File: config.mk
export PLATFORM = sky130hd
export DESIGN_NAME = msfs_top
export DESIGN_NICKNAME = d
export VERILOG_FILES = /design/src/rtl/msfs_pkg.sv /design/src/rtl/msfs_sel_if.sv /design/src/rtl/msfs_decoder.sv /design/src/rtl/msfs_top.sv
export SDC_FILE = /design/constraint.sdc
export NUM_CORES = 1
export LEC_CHECK = 0
export BUFFER_PORTS_ARGS = -buffer_cell sky130_fd_sc_hd__buf_4
export CELL_PAD_IN_SITES_DETAIL_PLACEMENT = 1
export CELL_PAD_IN_SITES_GLOBAL_PLACEMENT = 1
export CORE_MARGIN = 3
export CORE_UTILIZATION = 43
export DETAILED_ROUTE_END_ITERATION = 7
export GPL_ROUTABILITY_DRIVEN = 0
export GPL_TIMING_DRIVEN = 1
export PLACE_DENSITY = 0.71
export RECOVER_POWER = 25
export SLEW_MARGIN = 25
export SYNTH_ARGS = -nofsm -noshare
export SYNTH_HDL_FRONTEND = slang
export SYNTH_SLANG_ARGS = --single-unit
File: constraint.sdc
create_clock -name pclk -period 7.8 [get_ports pclk]
set_input_delay 1.56 -clock pclk [delete_from_list [all_inputs] [get_ports pclk]]
set_output_delay 1.56 -clock pclk [all_outputs]
set_load 0.01 [all_outputs]
File: src/rtl/msfs_pkg.sv
// Constants, field layouts and reset values of the multi-speed frequency select block.
// Assumes a 32-bit APB with byte addresses and one aligned word for each register.
package msfs_pkg;

  // Register byte offsets.
  localparam logic [7:0] OFF_CTRL = 8'h00;
  localparam logic [7:0] OFF_VTERM = 8'h04;
  localparam logic [7:0] OFF_TFUNC = 8'h08;
  localparam logic [7:0] OFF_BOOST1 = 8'h0C;
  localparam logic [7:0] OFF_BOOST2 = 8'h10;
  localparam logic [7:0] OFF_STATUS = 8'h14;
  localparam logic [7:0] OFF_BOOST_OUT = 8'h18;
  localparam logic [7:0] OFF_PRESET = 8'h40;
  localparam logic [7:0] OFF_PRESET_LAST = 8'h78;

  // Control register field positions.
  localparam int CTRL_LOAD_LSB = 0;
  localparam int CTRL_FLUX_LSB = 4;
  localparam int CTRL_REMOTE_LSB = 8;
  localparam int CTRL_PWS_LSB = 12;
  localparam int CTRL_UGRP_BIT = 14;
  localparam int CTRL_PANEL_BIT = 15;

  // Status register field positions.
  localparam int STAT_INDEX_LSB = 16;
  localparam int STAT_VALID_BIT = 20;
  localparam int STAT_SECOND_BIT = 21;

  // Frequencies in 0.1 Hz steps; boosts in 0.1 percent steps.
  localparam int PRESET_W = 16;
  localparam int NUM_PRESETS = 15;
  localparam int NUM_TERMS = 5;
  localparam logic [15:0] FREQ_MAX = 16'h0FA0;
  localparam logic [15:0] NOT_SELECTED = 16'h270F;
  localparam logic [15:0] RST_HIGH = 16'h0258;
  localparam logic [15:0] RST_MID = 16'h012C;
  localparam logic [15:0] RST_LOW = 16'h0064;
  localparam logic [15:0] BOOST_MAX = 16'h012C;
  localparam logic [15:0] RST_BOOST1 = 16'h003C;
  localparam logic [15:0] RST_BOOST2 = 16'h0000;

  // Virtual terminal function codes.
  localparam logic [3:0] FN_LOW = 4'h0;
  localparam logic [3:0] FN_MID = 4'h1;
  localparam logic [3:0] FN_HIGH = 4'h2;
  localparam logic [3:0] FN_SECOND = 4'h3;
  localparam logic [3:0] FN_EXT = 4'h8;
  localparam logic [19:0] RST_TFUNC = 20'h8_3210;
  localparam logic [4:0] RST_VTERM = 5'h00;

  // Speed numbers; preset array slot is speed number minus one.
  localparam logic [3:0] SPD_NONE = 4'h0;
  localparam logic [3:0] SPD_HIGH = 4'h1;
  localparam logic [3:0] SPD_MID = 4'h2;
  localparam logic [3:0] SPD_LOW = 4'h3;
  localparam logic [3:0] SPD_FIRST_EXT = 4'h4;

  typedef enum logic [1:0] {
    MSFS_LP_CONST = 2'b00,
    MSFS_LP_VARIABLE = 2'b01,
    MSFS_LP_LIFT_FWD = 2'b10,
    MSFS_LP_LIFT_REV = 2'b11
  } msfs_load_e;

endpackage : msfs_pkg

File: src/rtl/msfs_sel_if.sv
// Carrier between the top block and the speed decoder.
// Assumes both ends run on the same clock; the decoder is purely combinational.
`timescale 1ns/10ps
interface msfs_sel_if;
  logic high_speed_select;
  logic middle_speed_select;
  logic low_speed_select;
  logic extended_speed_select;
  logic [msfs_pkg::PRESET_W-1:0] preset [msfs_pkg::NUM_PRESETS];
  logic [3:0] speed;
  logic [msfs_pkg::PRESET_W-1:0] freq;

  modport ctrl (
    output high_speed_select, middle_speed_select, low_speed_select, extended_speed_select, preset,
    input speed, freq
  );
  modport dec (
    input high_speed_select, middle_speed_select, low_speed_select, extended_speed_select, preset,
    output speed, freq
  );
endinterface : msfs_sel_if

File: src/rtl/msfs_decoder.sv
// Combinational multi-speed decoder: four speed inputs and fifteen presets to a speed and a frequency.
// Assumes the presets hold only legal values, which the register file guarantees.
`timescale 1ns/10ps
module msfs_decoder (
  // Selection and result
  msfs_sel_if.dec sel
);

  function automatic logic [3:0] msfs_combo(input logic [3:0] code);
    logic [3:0] spd;
    spd = msfs_pkg::SPD_NONE;
    unique case (code)
      4'b0000: spd = msfs_pkg::SPD_NONE;
      4'b0001: spd = msfs_pkg::SPD_LOW;
      4'b0010: spd = msfs_pkg::SPD_MID;
      4'b0100: spd = msfs_pkg::SPD_HIGH;
      4'b0011: spd = 4'h4;
      4'b0101: spd = 4'h5;
      4'b0110: spd = 4'h6;
      4'b0111: spd = 4'h7;
      4'b1000: spd = 4'h8;
      4'b1001: spd = 4'h9;
      4'b1010: spd = 4'hA;
      4'b1011: spd = 4'hB;
      4'b1100: spd = 4'hC;
      4'b1101: spd = 4'hD;
      4'b1110: spd = 4'hE;
      4'b1111: spd = 4'hF;
    endcase
    return spd;
  endfunction : msfs_combo

  logic [3:0] code;
  logic [3:0] combo;
  logic [3:0] pick;

  assign code = {sel.extended_speed_select, sel.high_speed_select, sel.middle_speed_select, sel.low_speed_select};

  always_comb begin
    combo = msfs_combo(code);
    pick = combo;
    // An unset combination preset falls back on the three-speed priority, so a half-configured table stays usable.
    if (combo >= msfs_pkg::SPD_FIRST_EXT && sel.preset[combo - 4'h1] == msfs_pkg::NOT_SELECTED) begin
      if (code == 4'b1000) begin
        pick = msfs_pkg::SPD_LOW;
      end else if (sel.low_speed_select) begin
        pick = msfs_pkg::SPD_LOW;
      end else if (sel.middle_speed_select) begin
        pick = msfs_pkg::SPD_MID;
      end else begin
        pick = msfs_pkg::SPD_HIGH;
      end
    end
  end

  assign sel.speed = pick;
  assign sel.freq = (pick == msfs_pkg::SPD_NONE) ? '0 : sel.preset[pick - 4'h1];

endmodule : msfs_decoder

File: src/rtl/msfs_top.sv
// Multi-speed frequency select with lift-type torque boost, behind an APB register file.
// Assumes an APB master on pclk; run_reverse arrives asynchronously from the drive's direction logic.
`timescale 1ns/10ps

module msfs_top #(
  parameter int ADDR_W = 8
) (
  // Clock and reset
  input wire logic pclk,
  input wire logic presetn,
  // APB slave
  input wire logic psel,
  input wire logic penable,
  input wire logic pwrite,
  input wire logic [ADDR_W-1:0] paddr,
  input wire logic [31:0] pwdata,
  output logic [31:0] prdata,
  output logic pready,
  output logic pslverr,
  // Drive direction
  input wire logic run_reverse,
  // Drive commands
  output logic [15:0] target_freq,
  output logic [3:0] speed_index,
  output logic freq_valid,
  output logic [15:0] torque_boost,
  output logic second_function_en,
  output logic remote_up,
  output logic remote_down,
  output logic remote_clear
);

  function automatic logic msfs_route(input logic [4:0] term, input logic [19:0] func, input logic [3:0] code);
    logic hit;
    hit = 1'b0;
    for (int i = 0; i < msfs_pkg::NUM_TERMS; i++) begin
      hit = hit | (term[i] & (func[4*i +: 4] == code));
    end
    return hit;
  endfunction : msfs_route

  msfs_sel_if sel ();

  logic pready_reg;
  logic pslverr_reg;
  logic [31:0] prdata_reg;
  logic [1:0] load_pattern_reg;
  logic [1:0] flux_mode_reg;
  logic [1:0] remote_sel_reg;
  logic [1:0] param_write_sel_reg;
  logic user_group_reg;
  logic panel_mode_reg;
  logic [4:0] vterm_reg;
  logic [19:0] tfunc_reg;
  logic [15:0] boost1_reg;
  logic [15:0] boost2_reg;
  logic [15:0] preset_reg [msfs_pkg::NUM_PRESETS];
  logic rev_meta_reg;
  logic rev_sync_reg;
  logic [15:0] target_freq_reg;
  logic [3:0] speed_index_reg;
  logic freq_valid_reg;
  logic [15:0] torque_boost_reg;
  logic second_reg;
  logic remote_up_reg;
  logic remote_down_reg;
  logic remote_clear_reg;

  logic [7:0] addr;
  logic wr_en;
  logic rd_take;
  logic preset_hit;
  logic [3:0] preset_slot;
  logic ext_denied;
  logic mapped;
  logic [31:0] rd_next;
  logic [15:0] wval;
  logic second_sel;
  logic [15:0] boost_sel;
  logic [15:0] boost_next;

  assign addr = 8'(paddr);
  assign wval = pwdata[15:0];
  assign wr_en = psel & penable & pready_reg & pwrite;
  assign rd_take = psel & penable & ~pready_reg;
  assign preset_hit = (addr >= msfs_pkg::OFF_PRESET) && (addr <= msfs_pkg::OFF_PRESET_LAST) && (addr[1:0] == 2'b00);
  assign preset_slot = 4'((addr - msfs_pkg::OFF_PRESET) >> 2);
  assign ext_denied = user_group_reg && ((preset_hit && preset_slot >= 4'h3) || addr == msfs_pkg::OFF_BOOST2);

  always_comb begin
    mapped = 1'b1;
    rd_next = 32'h0000_0000;
    unique case (addr)
      msfs_pkg::OFF_CTRL: begin
        rd_next[msfs_pkg::CTRL_LOAD_LSB +: 2] = load_pattern_reg;
        rd_next[msfs_pkg::CTRL_FLUX_LSB +: 2] = flux_mode_reg;
        rd_next[msfs_pkg::CTRL_REMOTE_LSB +: 2] = remote_sel_reg;
        rd_next[msfs_pkg::CTRL_PWS_LSB +: 2] = param_write_sel_reg;
        rd_next[msfs_pkg::CTRL_UGRP_BIT] = user_group_reg;
        rd_next[msfs_pkg::CTRL_PANEL_BIT] = panel_mode_reg;
      end
      msfs_pkg::OFF_VTERM: rd_next[4:0] = vterm_reg;
      msfs_pkg::OFF_TFUNC: rd_next[19:0] = tfunc_reg;
      msfs_pkg::OFF_BOOST1: rd_next[15:0] = boost1_reg;
      msfs_pkg::OFF_BOOST2: rd_next[15:0] = ext_denied ? 16'h0000 : boost2_reg;
      msfs_pkg::OFF_STATUS: begin
        rd_next[15:0] = target_freq_reg;
        rd_next[msfs_pkg::STAT_INDEX_LSB +: 4] = speed_index_reg;
        rd_next[msfs_pkg::STAT_VALID_BIT] = freq_valid_reg;
        rd_next[msfs_pkg::STAT_SECOND_BIT] = second_reg;
      end
      msfs_pkg::OFF_BOOST_OUT: rd_next[15:0] = torque_boost_reg;
      default: begin
        mapped = preset_hit;
        if (preset_hit && !ext_denied) begin
          rd_next[15:0] = preset_reg[preset_slot];
        end
      end
    endcase
  end

  // One wait state: read data and pready come from flip-flops, and writes land on the pready edge.
  always_ff @(posedge pclk or negedge presetn) begin
    if (!presetn) begin
      pready_reg <= 1'b0;
      pslverr_reg <= 1'b0;
      prdata_reg <= 32'h0000_0000;
    end else begin
      pready_reg <= rd_take;
      if (rd_take) begin
        pslverr_reg <= ~mapped | ext_denied;
        prdata_reg <= pwrite ? 32'h0000_0000 : rd_next;
      end
    end
  end

  always_ff @(posedge pclk or negedge presetn) begin
    if (!presetn) begin
      load_pattern_reg <= msfs_pkg::MSFS_LP_CONST;
      flux_mode_reg <= 2'h0;
      remote_sel_reg <= 2'h0;
      param_write_sel_reg <= 2'h0;
      user_group_reg <= 1'b0;
      panel_mode_reg <= 1'b0;
      vterm_reg <= msfs_pkg::RST_VTERM;
      tfunc_reg <= msfs_pkg::RST_TFUNC;
    end else if (wr_en) begin
      if (addr == msfs_pkg::OFF_CTRL) begin
        load_pattern_reg <= pwdata[msfs_pkg::CTRL_LOAD_LSB +: 2];
        flux_mode_reg <= pwdata[msfs_pkg::CTRL_FLUX_LSB +: 2];
        remote_sel_reg <= pwdata[msfs_pkg::CTRL_REMOTE_LSB +: 2];
        param_write_sel_reg <= pwdata[msfs_pkg::CTRL_PWS_LSB +: 2];
        user_group_reg <= pwdata[msfs_pkg::CTRL_UGRP_BIT];
        panel_mode_reg <= pwdata[msfs_pkg::CTRL_PANEL_BIT];
      end
      if (addr == msfs_pkg::OFF_VTERM) begin
        vterm_reg <= pwdata[4:0];
      end
      if (addr == msfs_pkg::OFF_TFUNC) begin
        tfunc_reg <= pwdata[19:0];
      end
    end
  end

  always_ff @(posedge pclk or negedge presetn) begin
    if (!presetn) begin
      boost1_reg <= msfs_pkg::RST_BOOST1;
      boost2_reg <= msfs_pkg::RST_BOOST2;
    end else if (wr_en && wval <= msfs_pkg::BOOST_MAX) begin
      if (addr == msfs_pkg::OFF_BOOST1) begin
        boost1_reg <= wval;
      end
      if (addr == msfs_pkg::OFF_BOOST2 && !ext_denied) begin
        boost2_reg <= wval;
      end
    end
  end

  // Preset writes deliberately ignore the parameter write selection and the operation mode.
  always_ff @(posedge pclk or negedge presetn) begin
    if (!presetn) begin
      preset_reg[0] <= msfs_pkg::RST_HIGH;
      preset_reg[1] <= msfs_pkg::RST_MID;
      preset_reg[2] <= msfs_pkg::RST_LOW;
      for (int i = 3; i < msfs_pkg::NUM_PRESETS; i++) begin
        preset_reg[i] <= msfs_pkg::NOT_SELECTED;
      end
    end else if (wr_en && preset_hit && !ext_denied) begin
      if (wval <= msfs_pkg::FREQ_MAX || (preset_slot >= 4'h3 && wval == msfs_pkg::NOT_SELECTED)) begin
        preset_reg[preset_slot] <= wval;
      end
    end
  end

  always_ff @(posedge pclk or negedge presetn) begin
    if (!presetn) begin
      rev_meta_reg <= 1'b0;
      rev_sync_reg <= 1'b0;
    end else begin
      rev_meta_reg <= run_reverse;
      rev_sync_reg <= rev_meta_reg;
    end
  end

  assign sel.low_speed_select = msfs_route(vterm_reg, tfunc_reg, msfs_pkg::FN_LOW);
  assign sel.middle_speed_select = msfs_route(vterm_reg, tfunc_reg, msfs_pkg::FN_MID);
  assign sel.high_speed_select = msfs_route(vterm_reg, tfunc_reg, msfs_pkg::FN_HIGH);
  assign sel.extended_speed_select = msfs_route(vterm_reg, tfunc_reg, msfs_pkg::FN_EXT);
  assign second_sel = msfs_route(vterm_reg, tfunc_reg, msfs_pkg::FN_SECOND);

  for (genvar g = 0; g < msfs_pkg::NUM_PRESETS; g++) begin : g_preset
    assign sel.preset[g] = preset_reg[g];
  end

  msfs_decoder u_decoder (
    .sel(sel)
  );

  always_comb begin
    boost_sel = second_sel ? boost2_reg : boost1_reg;
    boost_next = boost_sel;
    if (flux_mode_reg == 2'h0) begin
      if (load_pattern_reg == msfs_pkg::MSFS_LP_LIFT_FWD && rev_sync_reg) begin
        boost_next = 16'h0000;
      end else if (load_pattern_reg == msfs_pkg::MSFS_LP_LIFT_REV && !rev_sync_reg) begin
        boost_next = 16'h0000;
      end
    end
  end

  always_ff @(posedge pclk or negedge presetn) begin
    if (!presetn) begin
      target_freq_reg <= 16'h0000;
      speed_index_reg <= msfs_pkg::SPD_NONE;
      freq_valid_reg <= 1'b0;
    end else if (remote_sel_reg != 2'h0) begin
      target_freq_reg <= 16'h0000;
      speed_index_reg <= msfs_pkg::SPD_NONE;
      freq_valid_reg <= 1'b0;
    end else begin
      target_freq_reg <= sel.freq;
      speed_index_reg <= sel.speed;
      freq_valid_reg <= (sel.speed != msfs_pkg::SPD_NONE);
    end
  end

  always_ff @(posedge pclk or negedge presetn) begin
    if (!presetn) begin
      torque_boost_reg <= 16'h0000;
      second_reg <= 1'b0;
      remote_up_reg <= 1'b0;
      remote_down_reg <= 1'b0;
      remote_clear_reg <= 1'b0;
    end else begin
      torque_boost_reg <= boost_next;
      second_reg <= second_sel;
      remote_up_reg <= (remote_sel_reg != 2'h0) & sel.high_speed_select;
      remote_down_reg <= (remote_sel_reg != 2'h0) & sel.middle_speed_select;
      remote_clear_reg <= (remote_sel_reg != 2'h0) & sel.low_speed_select;
    end
  end

  assign prdata = prdata_reg;
  assign pready = pready_reg;
  assign pslverr = pslverr_reg;
  assign target_freq = target_freq_reg;
  assign speed_index = speed_index_reg;
  assign freq_valid = freq_valid_reg;
  assign torque_boost = torque_boost_reg;
  assign second_function_en = second_reg;
  assign remote_up = remote_up_reg;
  assign remote_down = remote_down_reg;
  assign remote_clear = remote_clear_reg;
endmodule : msfs_top

* Yosys cells after proc, flatten, opt, wreduce, memory -nomap -nowiden
Memories as Yosys holds them, arrays and structs flattened. Index checks and enable logic that the tools add are counted.
Cells by class: $add $sub $neg 3, magnitude comparators 10, equality and inequality tests 31, mux-type cells 38, bitwise gates (word level) 58, reductions and logical operators 37
Operators with widths (count):
- $bwmux 240 | 1
- $mux 16 | 15
- $bmux 16 s4 | 3
- $demux 16 s4 | 1
- $pmux 2 s7 | 3
- $eq 4x2->1 const B | 10
- $and 1x1->1 | 32
- $eq 16x14->1 const B | 2
- $pmux 4 s7 | 1
- $eq 4x4->1 const B | 6
- $eq 8x5->1 const B | 3
- $logic_not 4->1 | 6
- $pmux 2 s6 | 2
- $mux 22 | 1
- $or 1x1->1 | 21
- $eq 4x1->1 const B | 5
- $eq 8x4->1 const B | 2
- $le 16x12->1 const B | 1
- $le 16x9->1 const B | 1
- $mux 4 | 4
- $ge 5x5->1 const B | 3
- $not 4->5 | 3
- $logic_and 1x1->1 | 14
- $pmux 1 s7 | 2
- other kinds (22) | 35
Word-level totals: register bits 384, ROM bits 64, word-level logic and storage cells 216, memories 1
Memories:
- (no name shown) | words 16, width 4, rd ports 1, clocked after memory_dff 0, write ports 0, RTL line msfs_decoder.sv:12 | unique case (code)

* Logic depth before layout (Yosys ltp)
Gate-level depths: netlist (run 1). An unclocked memory read counts as a cell.
depth after elaboration 22, depth in mapped cells 32, mapped depth without buffers 27

* By module
Synthesis (run 1) repeated with hierarchy kept, for this count alone.
Second synthesis, totals: cells, all modules 1854, area, all modules 21866.0 um2
By module, submodules not included:
- msfs_top | times used 1, cells each 1308, area an instance 17949.7 um2, sequential area each 9504.1 um2
- msfs_decoder | times used 1, cells each 546, area an instance 3916.3 um2, sequential area each 0.0 um2

* Worst setup path after synthesis (run 1)
Ideal clock, no wire load.
path kind flip-flop to flip-flop, from reg tfunc_reg[19], to reg target_freq_reg[11], in the netlist target_freq[11], arrival time 6566 ps, required time 7699 ps, slack 1133 ps, cell stages (with the launch flop) 32, buffers on the path 8, path through dfstp_2 > nor3b_1 > a32oi_1 > and4_1 > clkbuf_1 > inv_1 > ha_1 > nand4b_1 > o22ai_1 > or2_1 > clkbuf_1 > inv_1 > ha_1 > clkbuf_1 > clkbuf_1 > nand4_1 > nor4b_1 > a22oi_1 > o21a_1 > o21ai_0 > o2111a_1 > o21a_1 > nor2_4 > inv_2 > clkbuf_1 > ha_1 > inv_1 > clkbuf_1 > clkbuf_1 > clkbuf_1 > mux4_2 > o32ai_1
On the way: longest elaborated chain between the ends 19, elaborated cells on any way between the ends 34, classes of those cells add/sub (2); order compare (1); eq/ne (5); mux (12); bitwise (10); reduce/logical (3); memory (1)
RTL lines:
- from (decl) | RTL line msfs_top.sv:54 | logic [19:0] tfunc_reg;
- from (signal assigned) | RTL line msfs_top.sv:146 | tfunc_reg <= msfs_pkg::RST_TFUNC;
- from (signal assigned) | RTL line msfs_top.sv:160 | tfunc_reg <= pwdata[19:0];
- $eq 4x1->1, or another cell as far along | RTL line msfs_top.sv:37 | hit = hit | (term[i] & (func[4*i +: 4] == code));
- $and 1x1->1 | RTL line msfs_top.sv:37
- $or 1x1->1 | RTL line msfs_top.sv:37
- $mem_v2 16x4
- $sub 4x1->4 | RTL line msfs_decoder.sv:43 | if (combo >= msfs_pkg::SPD_FIRST_EXT && sel.preset[combo - 4'h1] == msfs_pkg::NOT_SELECTED) begin
- $not 4->5 (not written as such) | RTL line msfs_decoder.sv:43
- $bmux 16 s4 | RTL line msfs_decoder.sv:43
- $mux 16 (not written as such) (2 in series) | RTL line msfs_decoder.sv:43
- $eq 16x14->1 | RTL line msfs_decoder.sv:43
- $logic_and 1x1->1 | RTL line msfs_decoder.sv:43
- $mux 4 (*) | RTL line msfs_decoder.sv:43
- $sub 4x1->4 | RTL line msfs_decoder.sv:57 | assign sel.freq = (pick == msfs_pkg::SPD_NONE) ? '0 : sel.preset[pick - 4'h1];
- $not 4->5 (not written as such) | RTL line msfs_decoder.sv:57
- $bmux 16 s4 | RTL line msfs_decoder.sv:57
- $mux 16 (not written as such) (2 in series) | RTL line msfs_decoder.sv:57
- $mux 16 (*) | RTL line msfs_decoder.sv:57
- $mux 16 (*) | RTL line msfs_top.sv:236 | end else if (remote_sel_reg != 2'h0) begin
- to (signal assigned) | RTL line msfs_top.sv:241 | target_freq_reg <= sel.freq;
- to (decl) | RTL line msfs_top.sv:60 | logic [15:0] target_freq_reg;
Every way passes the cells marked *; elsewhere a longest branch is shown, timed or not. The select of a mux whose other input is x is not followed. A chain may end at the register's enable or synchronous reset.

* Worst setup path after layout (run 1)
from reg tfunc_reg[13], to reg target_freq_reg[13], in the netlist target_freq[13]
On the way: longest elaborated chain between the ends 20, elaborated cells on any way between the ends 38, classes of those cells add/sub (2); order compare (1); eq/ne (5); mux (12); bitwise (14); reduce/logical (3); memory (1)
RTL lines (RTL line):
- $eq 4x1->1, or another cell as far along | msfs_top.sv:37
- $and 1x1->1 | msfs_top.sv:37
- $or 1x1->1 (2 in series) | msfs_top.sv:37
- $mem_v2 16x4
- $sub 4x1->4 | msfs_decoder.sv:43
- $not 4->5 (not written as such) | msfs_decoder.sv:43
- $bmux 16 s4 | msfs_decoder.sv:43
- $mux 16 (not written as such) (2 in series) | msfs_decoder.sv:43
- $eq 16x14->1 | msfs_decoder.sv:43
- $logic_and 1x1->1 | msfs_decoder.sv:43
- $mux 4 (*) | msfs_decoder.sv:43
- $sub 4x1->4 | msfs_decoder.sv:57
- $not 4->5 (not written as such) | msfs_decoder.sv:57
- $bmux 16 s4 | msfs_decoder.sv:57
- $mux 16 (not written as such) (2 in series) | msfs_decoder.sv:57
- $mux 16 (*) | msfs_decoder.sv:57
- $mux 16 (*) | msfs_top.sv:236
Marks and branches as above.

==> flow_metrics.tcl, run 1 <==
set metrics [dict create \
    vias 15593 \
    insertion_delay_ns 0.58 \
    status "finished with violations" \
    max_stage_delay_ns 0.84 \
    crit_fanout 47 \
    hold_path_end "rev_sync_reg" \
    critical-path-slowest-cell "a222oi_1" \
    cts_max_path_buffers 3 \
    cp.arrival_ns 7.78 \
    hold_path.startpoint "rev_meta_reg" \
    antenna_found_initial 3 \
    worst_pin_slew_ns 5.68 \
    ir_drop_v 0.000178 \
    synth_area_per_cell_um2 12.2 \
    drtIter0Drc 1621 \
    cts_buffers 43 \
    hp-class "reg -> reg" \
    layout-drive-gt1-share 0.402 \
    r2r_setup_slack_ns 0.43 \
    dieHeight_um 223 \
    fin_hold_ws_ns 0.358 \
    post-route-period-util 0.945 \
    slew-limit-headroom -2.79 \
    core_um2 46000 \
    rsz0062_at_grt "false" \
    critPathMostFrequentCell "ha_1" \
    finalSetupViolCount 0 \
    grt_max_degree 164 \
    synth_edf_count 0 \
    finClkSkew_ns 0.0202 \
    startpoint_type "flop" \
    cts_tree "built" \
    drt_wl_total_mm 73.3 \
    path_class "reg -> reg" \
    antenna_cells 0 \
    worstPathRequired_ns 8.20 \
    root_buffer "clkbuf_16" \
    htreeDepth 2 \
    violations "max-capacitance violations, max-slew violations" \
    p_leak_nw 9.73 \
    regToRegStartpoint "tfunc_reg[13]" \
    period_needed_ns 7.37 \
    cts_setup_buffers 0 \
    grt_pass1_vias 15923 \
    timing.fmax_ghz 0.136 \
    synthFlopType "dfrtp_1" \
    cts_num_sinks 374 \
    cp-end-kind "flop" \
    total_power_w 0.00419 \
    power_density_nw_per_um2 182 \
    ys_async_sr_fraction 1.00 \
    drtAntennaViolNets 0 \
    rows 78 \
    design.die.area_um2 49700 \
    maxSlewViolCount 135 \
    fillCellCount 4715 \
    syn_area_um2 20200 \
    crit_family "compound AO/OA/AOI/OAI gates" \
    path_buf_inv 5 \
    overflow 0 \
    drc 0 \
    syn2layout_area_growth_pct 13.9 \
    ios 121 \
    nets 1772 \
    dp_hpwl_mm 50.2 \
    cp-startpoint "tfunc_reg[13]" \
    fin_setup_tns_ns 0 \
    r2r_end "target_freq[13]" \
    clk_pin_slew_ns 0.06 \
    rr_worst_depth 26 \
    track_usage 0.292 \
    die_w_um 223 \
    grt_pass1_wl_mm 110 \
    start_util 0.440 \
    hold_viol 0 \
    maxCapViolations 2 \
    routedWlPerCell_um 31.1 \
    vias_per_cell 6.62 \
    dr.pass1.iters 7 \
    netlist_instances 1654 \
    port_buffers 98 \
    yosysWarnings 0 \
    yosysSeqAreaShare 0.469 \
    ys_ff_latch 374 \
    largest_reg_flops 240 \
    min_path_cells 0 \
    synth_cell_types 76 \
]
-- cell families after synthesis --
kind of cell | synth area share
XOR/XNOR | 0.00124
other | 0.000185
AO/OA/AOI/OAI | 0.0873
adder cells (fa/ha/maj) | 0.00309
multiplexers | 0.281
buffers and inverters | 0.0343
AND/OR/NAND/NOR | 0.123
flip-flops | 0.469
-- report_power, final --
part	internal, W	switching, W	total (W)
Sequential	0.00195	0.00000376	0.00195
Combinational	0.0000607	0.000161	0.000222
Clock	0.00117	0.000846	0.00202
Total	0.00318	0.00101	0.00419
-- worst max path at each step --
| stage | cells after the start | end |
|---|---|---|
| CTS | 26 | target_freq[6] |
| global route | 26 | target_freq[6] |
| global placement | 26 | target_freq[6] |
| finish | 26 | target_freq[13] |
| detailed placement | 26 | target_freq[6] |
| floorplan | 31 | target_freq[11] |
-- cell type report --
| cell class | count | area (µm²) | area share |
|---|---|---|---|
| tap | 600 | 751 | 0.0325 |
| clock inverter | 14 | 95.1 | 0.00412 |
| timing repair buffer | 154 | 1210 | 0.0526 |
| sequential | 374 | 9500 | 0.412 |
| multi-input combinational | 1133 | 10200 | 0.440 |
| clock buffer | 65 | 1290 | 0.0560 |
| inverter | 15 | 56.3 | 0.00244 |
-- per-layer routing --
layer	track usage	share of wire	vias to the layer above
li1	-	-	6423
met1	0.395	0.41	8316
met4	0.131	0.049	2
met3	0.0622	0.083	147
met2	0.455	0.46	705
met5	0	0.00027	-
-- metrics by stage --
step,util,instance area (µm²),worst slack [ns],instances
6_report,0.502,23100,0.428,2355
5_1_grt,0.502,23100,0.0676,2355
4_1_cts,0.501,23000,0.211,2355
3_5_place_dp,0.471,21700,0.244,2276
3_3_place_gp,0.471,21700,0.420,2276
2_1_floorplan,-,20300,1.13,1663
-- placed cells by master, fill, tap and decap left out, types with 35 or more instances in the layout --
cell       count
a22oi_1       43
nor2b_1       74
nand3_1       35
mux4_2        79
mux2_2       260
nor2_1        64
clkbuf_16     46
nand2_1       77
o21ai_0       42
mux2i_1       96
buf_4        143
dfstp_2      115
nand4_1       40
dfrtp_1      258
-- what timing repair did --
action | 4_1_cts | 5_1_grt
hold endpoints to repair | 0 | 0
hold buffers | 0 | 0
setup endpoints to repair | 0 | 16
gates resized for setup | 0 | 11
-- synthesized netlist by cell type, types with 16 or more instances --
library cell / count / share of area
mux2i_1: 96 / 0.047
o21ai_0: 42 / 0.010
dfstp_2: 116 / 0.15
nor3b_1: 20 / 0.0074
a22oi_1: 43 / 0.016
mux2_2: 260 / 0.14
nand3_1: 35 / 0.0087
clkbuf_1: 102 / 0.019
a221oi_1: 19 / 0.0082
and3_1: 16 / 0.0049
nor4b_1: 16 / 0.0069
mux4_2: 79 / 0.088
nor3_1: 30 / 0.0074
nor2b_1: 74 / 0.023
nand4_1: 40 / 0.012
nand2_1: 77 / 0.014
nor4_1: 21 / 0.0065
a21oi_1: 20 / 0.0049
dfrtp_1: 258 / 0.32
nor2_1: 64 / 0.012
a211oi_1: 16 / 0.0059
Note: power is estimated with default switching activity, not from simulation.
==> inputs of run 2 (changes only) <==
Settings changed: CAP_MARGIN set to 20, PLACE_DENSITY 0.71 to 0.74.
Clock period 7.8 ns to 6.5 ns, I/O delays scaled along.
==> flow_metrics.tcl, run 2 (synthesis results as in run 1) <==
set metrics [dict create \
    clockPowerShare 0.477 \
    fillCellCount 4688 \
    timing.fmax_ghz 0.158 \
    hold_viol 0 \
    final_common_cell "mux2_2" \
    cts_num_sinks 374 \
    seqPwrFrac 0.467 \
    worst_pin_slew_ns 4.80 \
    maxCapViolations 3 \
    internal_power_w 0.00380 \
    final_cell_mix "260 x mux2_2, 258 x dfrtp_1, 174 x buf_4, 116 x dfstp_2, 96 x mux2i_1" \
    cts_tree "built" \
    cts_buffers 43 \
    syn2layout_area_growth_pct 16.7 \
    finClkSkew_ns 0.0323 \
    design.die.area_um2 49700 \
    routedWlPerCell_um 30.9 \
    slew-limit-headroom -2.20 \
    start_util 0.440 \
    power_density_nw_per_um2 212 \
    overflow 0 \
    dieHeight_um 223 \
    finalNonFillerCells 2396 \
    post-route-period-util 0.971 \
    p_leak_nw 9.98 \
    cp.arrival_ns 6.77 \
    insertion_delay_ns 0.58 \
    status "finished with violations" \
    hp-class "reg -> reg" \
    place_area_um2 21900 \
    die_w_um 223 \
    grt_pass1_wl_mm 110 \
    drtAntennaViolNets 0 \
    grt_max_degree 177 \
    worst_slack_ns 0.187 \
    ir_drop_v 0.000227 \
    antenna_found_initial 2 \
    htreeDepth 2 \
    ios 121 \
    cp-end-kind "flop" \
    placedCellCount 2305 \
    root_buffer "clkbuf_16" \
    core_um2 46000 \
    vias_per_cell 6.64 \
    finalSetupViolCount 0 \
    grt_pass1_vias 16737 \
    period_needed_ns 6.31 \
    violations "max-capacitance violations, max-slew violations" \
    total_power_w 0.00501 \
    nets 1812 \
    clk_pin_slew_ns 0.06 \
    comb_power_share 0.056 \
    swShare 0.242 \
    maxSlewViolCount 152 \
    rows 78 \
    p_switching_w 0.00121 \
    startpoint_type "flop" \
    port_buffers 98 \
    layout-drive-gt1-share 0.422 \
    pre_cts_slack_ns -0.140 \
    vias 15900 \
    path_class "reg -> reg" \
    largest_reg_flops 240 \
    drt_wl_total_mm 74.1 \
    final_area_um2 23600 \
    dr.pass1.iters 6 \
    cts_max_path_buffers 3 \
    track_usage 0.292 \
    dp_hpwl_mm 50.5 \
    drtIter0Drc 1685 \
    crit_fanout 22 \
    drc 0 \
    worstPathRequired_ns 6.95 \
    fin_util 0.514 \
]
==> run 2: through the flow <==
step / setup TNS (ns) / hold slack (ns)
after floorplan: 0 / 0.331
after global placement: 0 / 0.339
after detailed placement: -1.28 / 0.340
after CTS: 0 / 0.353
after global routing: -0.134 / 0.353
final: 0 / 0.350
==> run 2: layout make-up <==
class	count	area, µm²	area share
Sequential cell	374	9500	0.402
Inverter	15	58.8	0.00249
Antenna cell	1	2.50	0.000106
Multi-Input combinational cell	1133	10300	0.437
Timing Repair Buffer	194	1640	0.0695
Clock inverter	13	126	0.00535
Tap cell	600	751	0.0318
Clock buffer	66	1220	0.0517
==> run 2: final timing paths <==
kind	start	endpoint	slack (ns)	cells after the start
max in group asynchronous	presetn	preset_reg[107]	1.08	2
max reg2reg	tfunc_reg[2]	target_freq[12]	0.19	27
min reg2reg	rev_meta_reg	rev_sync_reg	0.35	0
min in group asynchronous	presetn	boost1_reg[11]	2.59	1
min	rev_meta_reg	rev_sync_reg	0.35	0
max	tfunc_reg[2]	target_freq[12]	0.19	27
==> run 2: power by group through the flow <==
| stage | Combinational, W | Sequential (W) | Clock (W) |
|---|---|---|---|
| 4_1_cts | 0.000277 | 0.00234 | 0.00242 |
| 5_1_grt | 0.000299 | 0.00234 | 0.00252 |
| 6_report | 0.000280 | 0.00234 | 0.00239 |
| 3_3_place_gp | 0.000262 | 0.00238 | 0 |
| 3_5_place_dp | 0.000269 | 0.00238 | 0 |
| 2_1_floorplan | 0.000132 | 0.00238 | 0 |
==> run 2: what timing repair did <==
item | 4_1_cts | 5_1_grt
gates resized for setup | 14 | 24
pin swaps | 6 | 13
endpoints found under the setup margin | 16 | 16
hold buffers | 0 | 0
setup buffers | 7 | 2
gates cloned | 2 | 0
==> run 2: per-layer routing <==
layer	vias to the layer above	track usage	share of wire
li1	6520	-	-
met1	8360	0.368	0.39
met2	804	0.465	0.47
met3	216	0.0639	0.082
met4	0	0.170	0.064
met5	-	0	0
==> run 2: critical path, cell delays in order, from the launching register on <==
cell and delay, ns:
dfrtp_1 0.48, nor3b_2 0.28, nand3b_1 0.10, and4_1 0.24, buf_4 0.14, buf_4 0.15, ha_1 0.34, o31ai_4 0.34
ha_4 0.26, buf_12 0.16, nor4_4 0.29, nand4b_1 0.12, a222oi_1 0.46, nand2_1 0.18, o21ai_2 0.11, nor2_1 0.08
nor4b_4 0.31, buf_4 0.17, nor3_2 0.04, nor2_4 0.12, inv_4 0.08, ha_4 0.18, xor2_4 0.18, buf_12 0.15
bufbuf_16 0.28, mux2i_1 0.13, mux4_2 0.55, o32ai_2 0.22
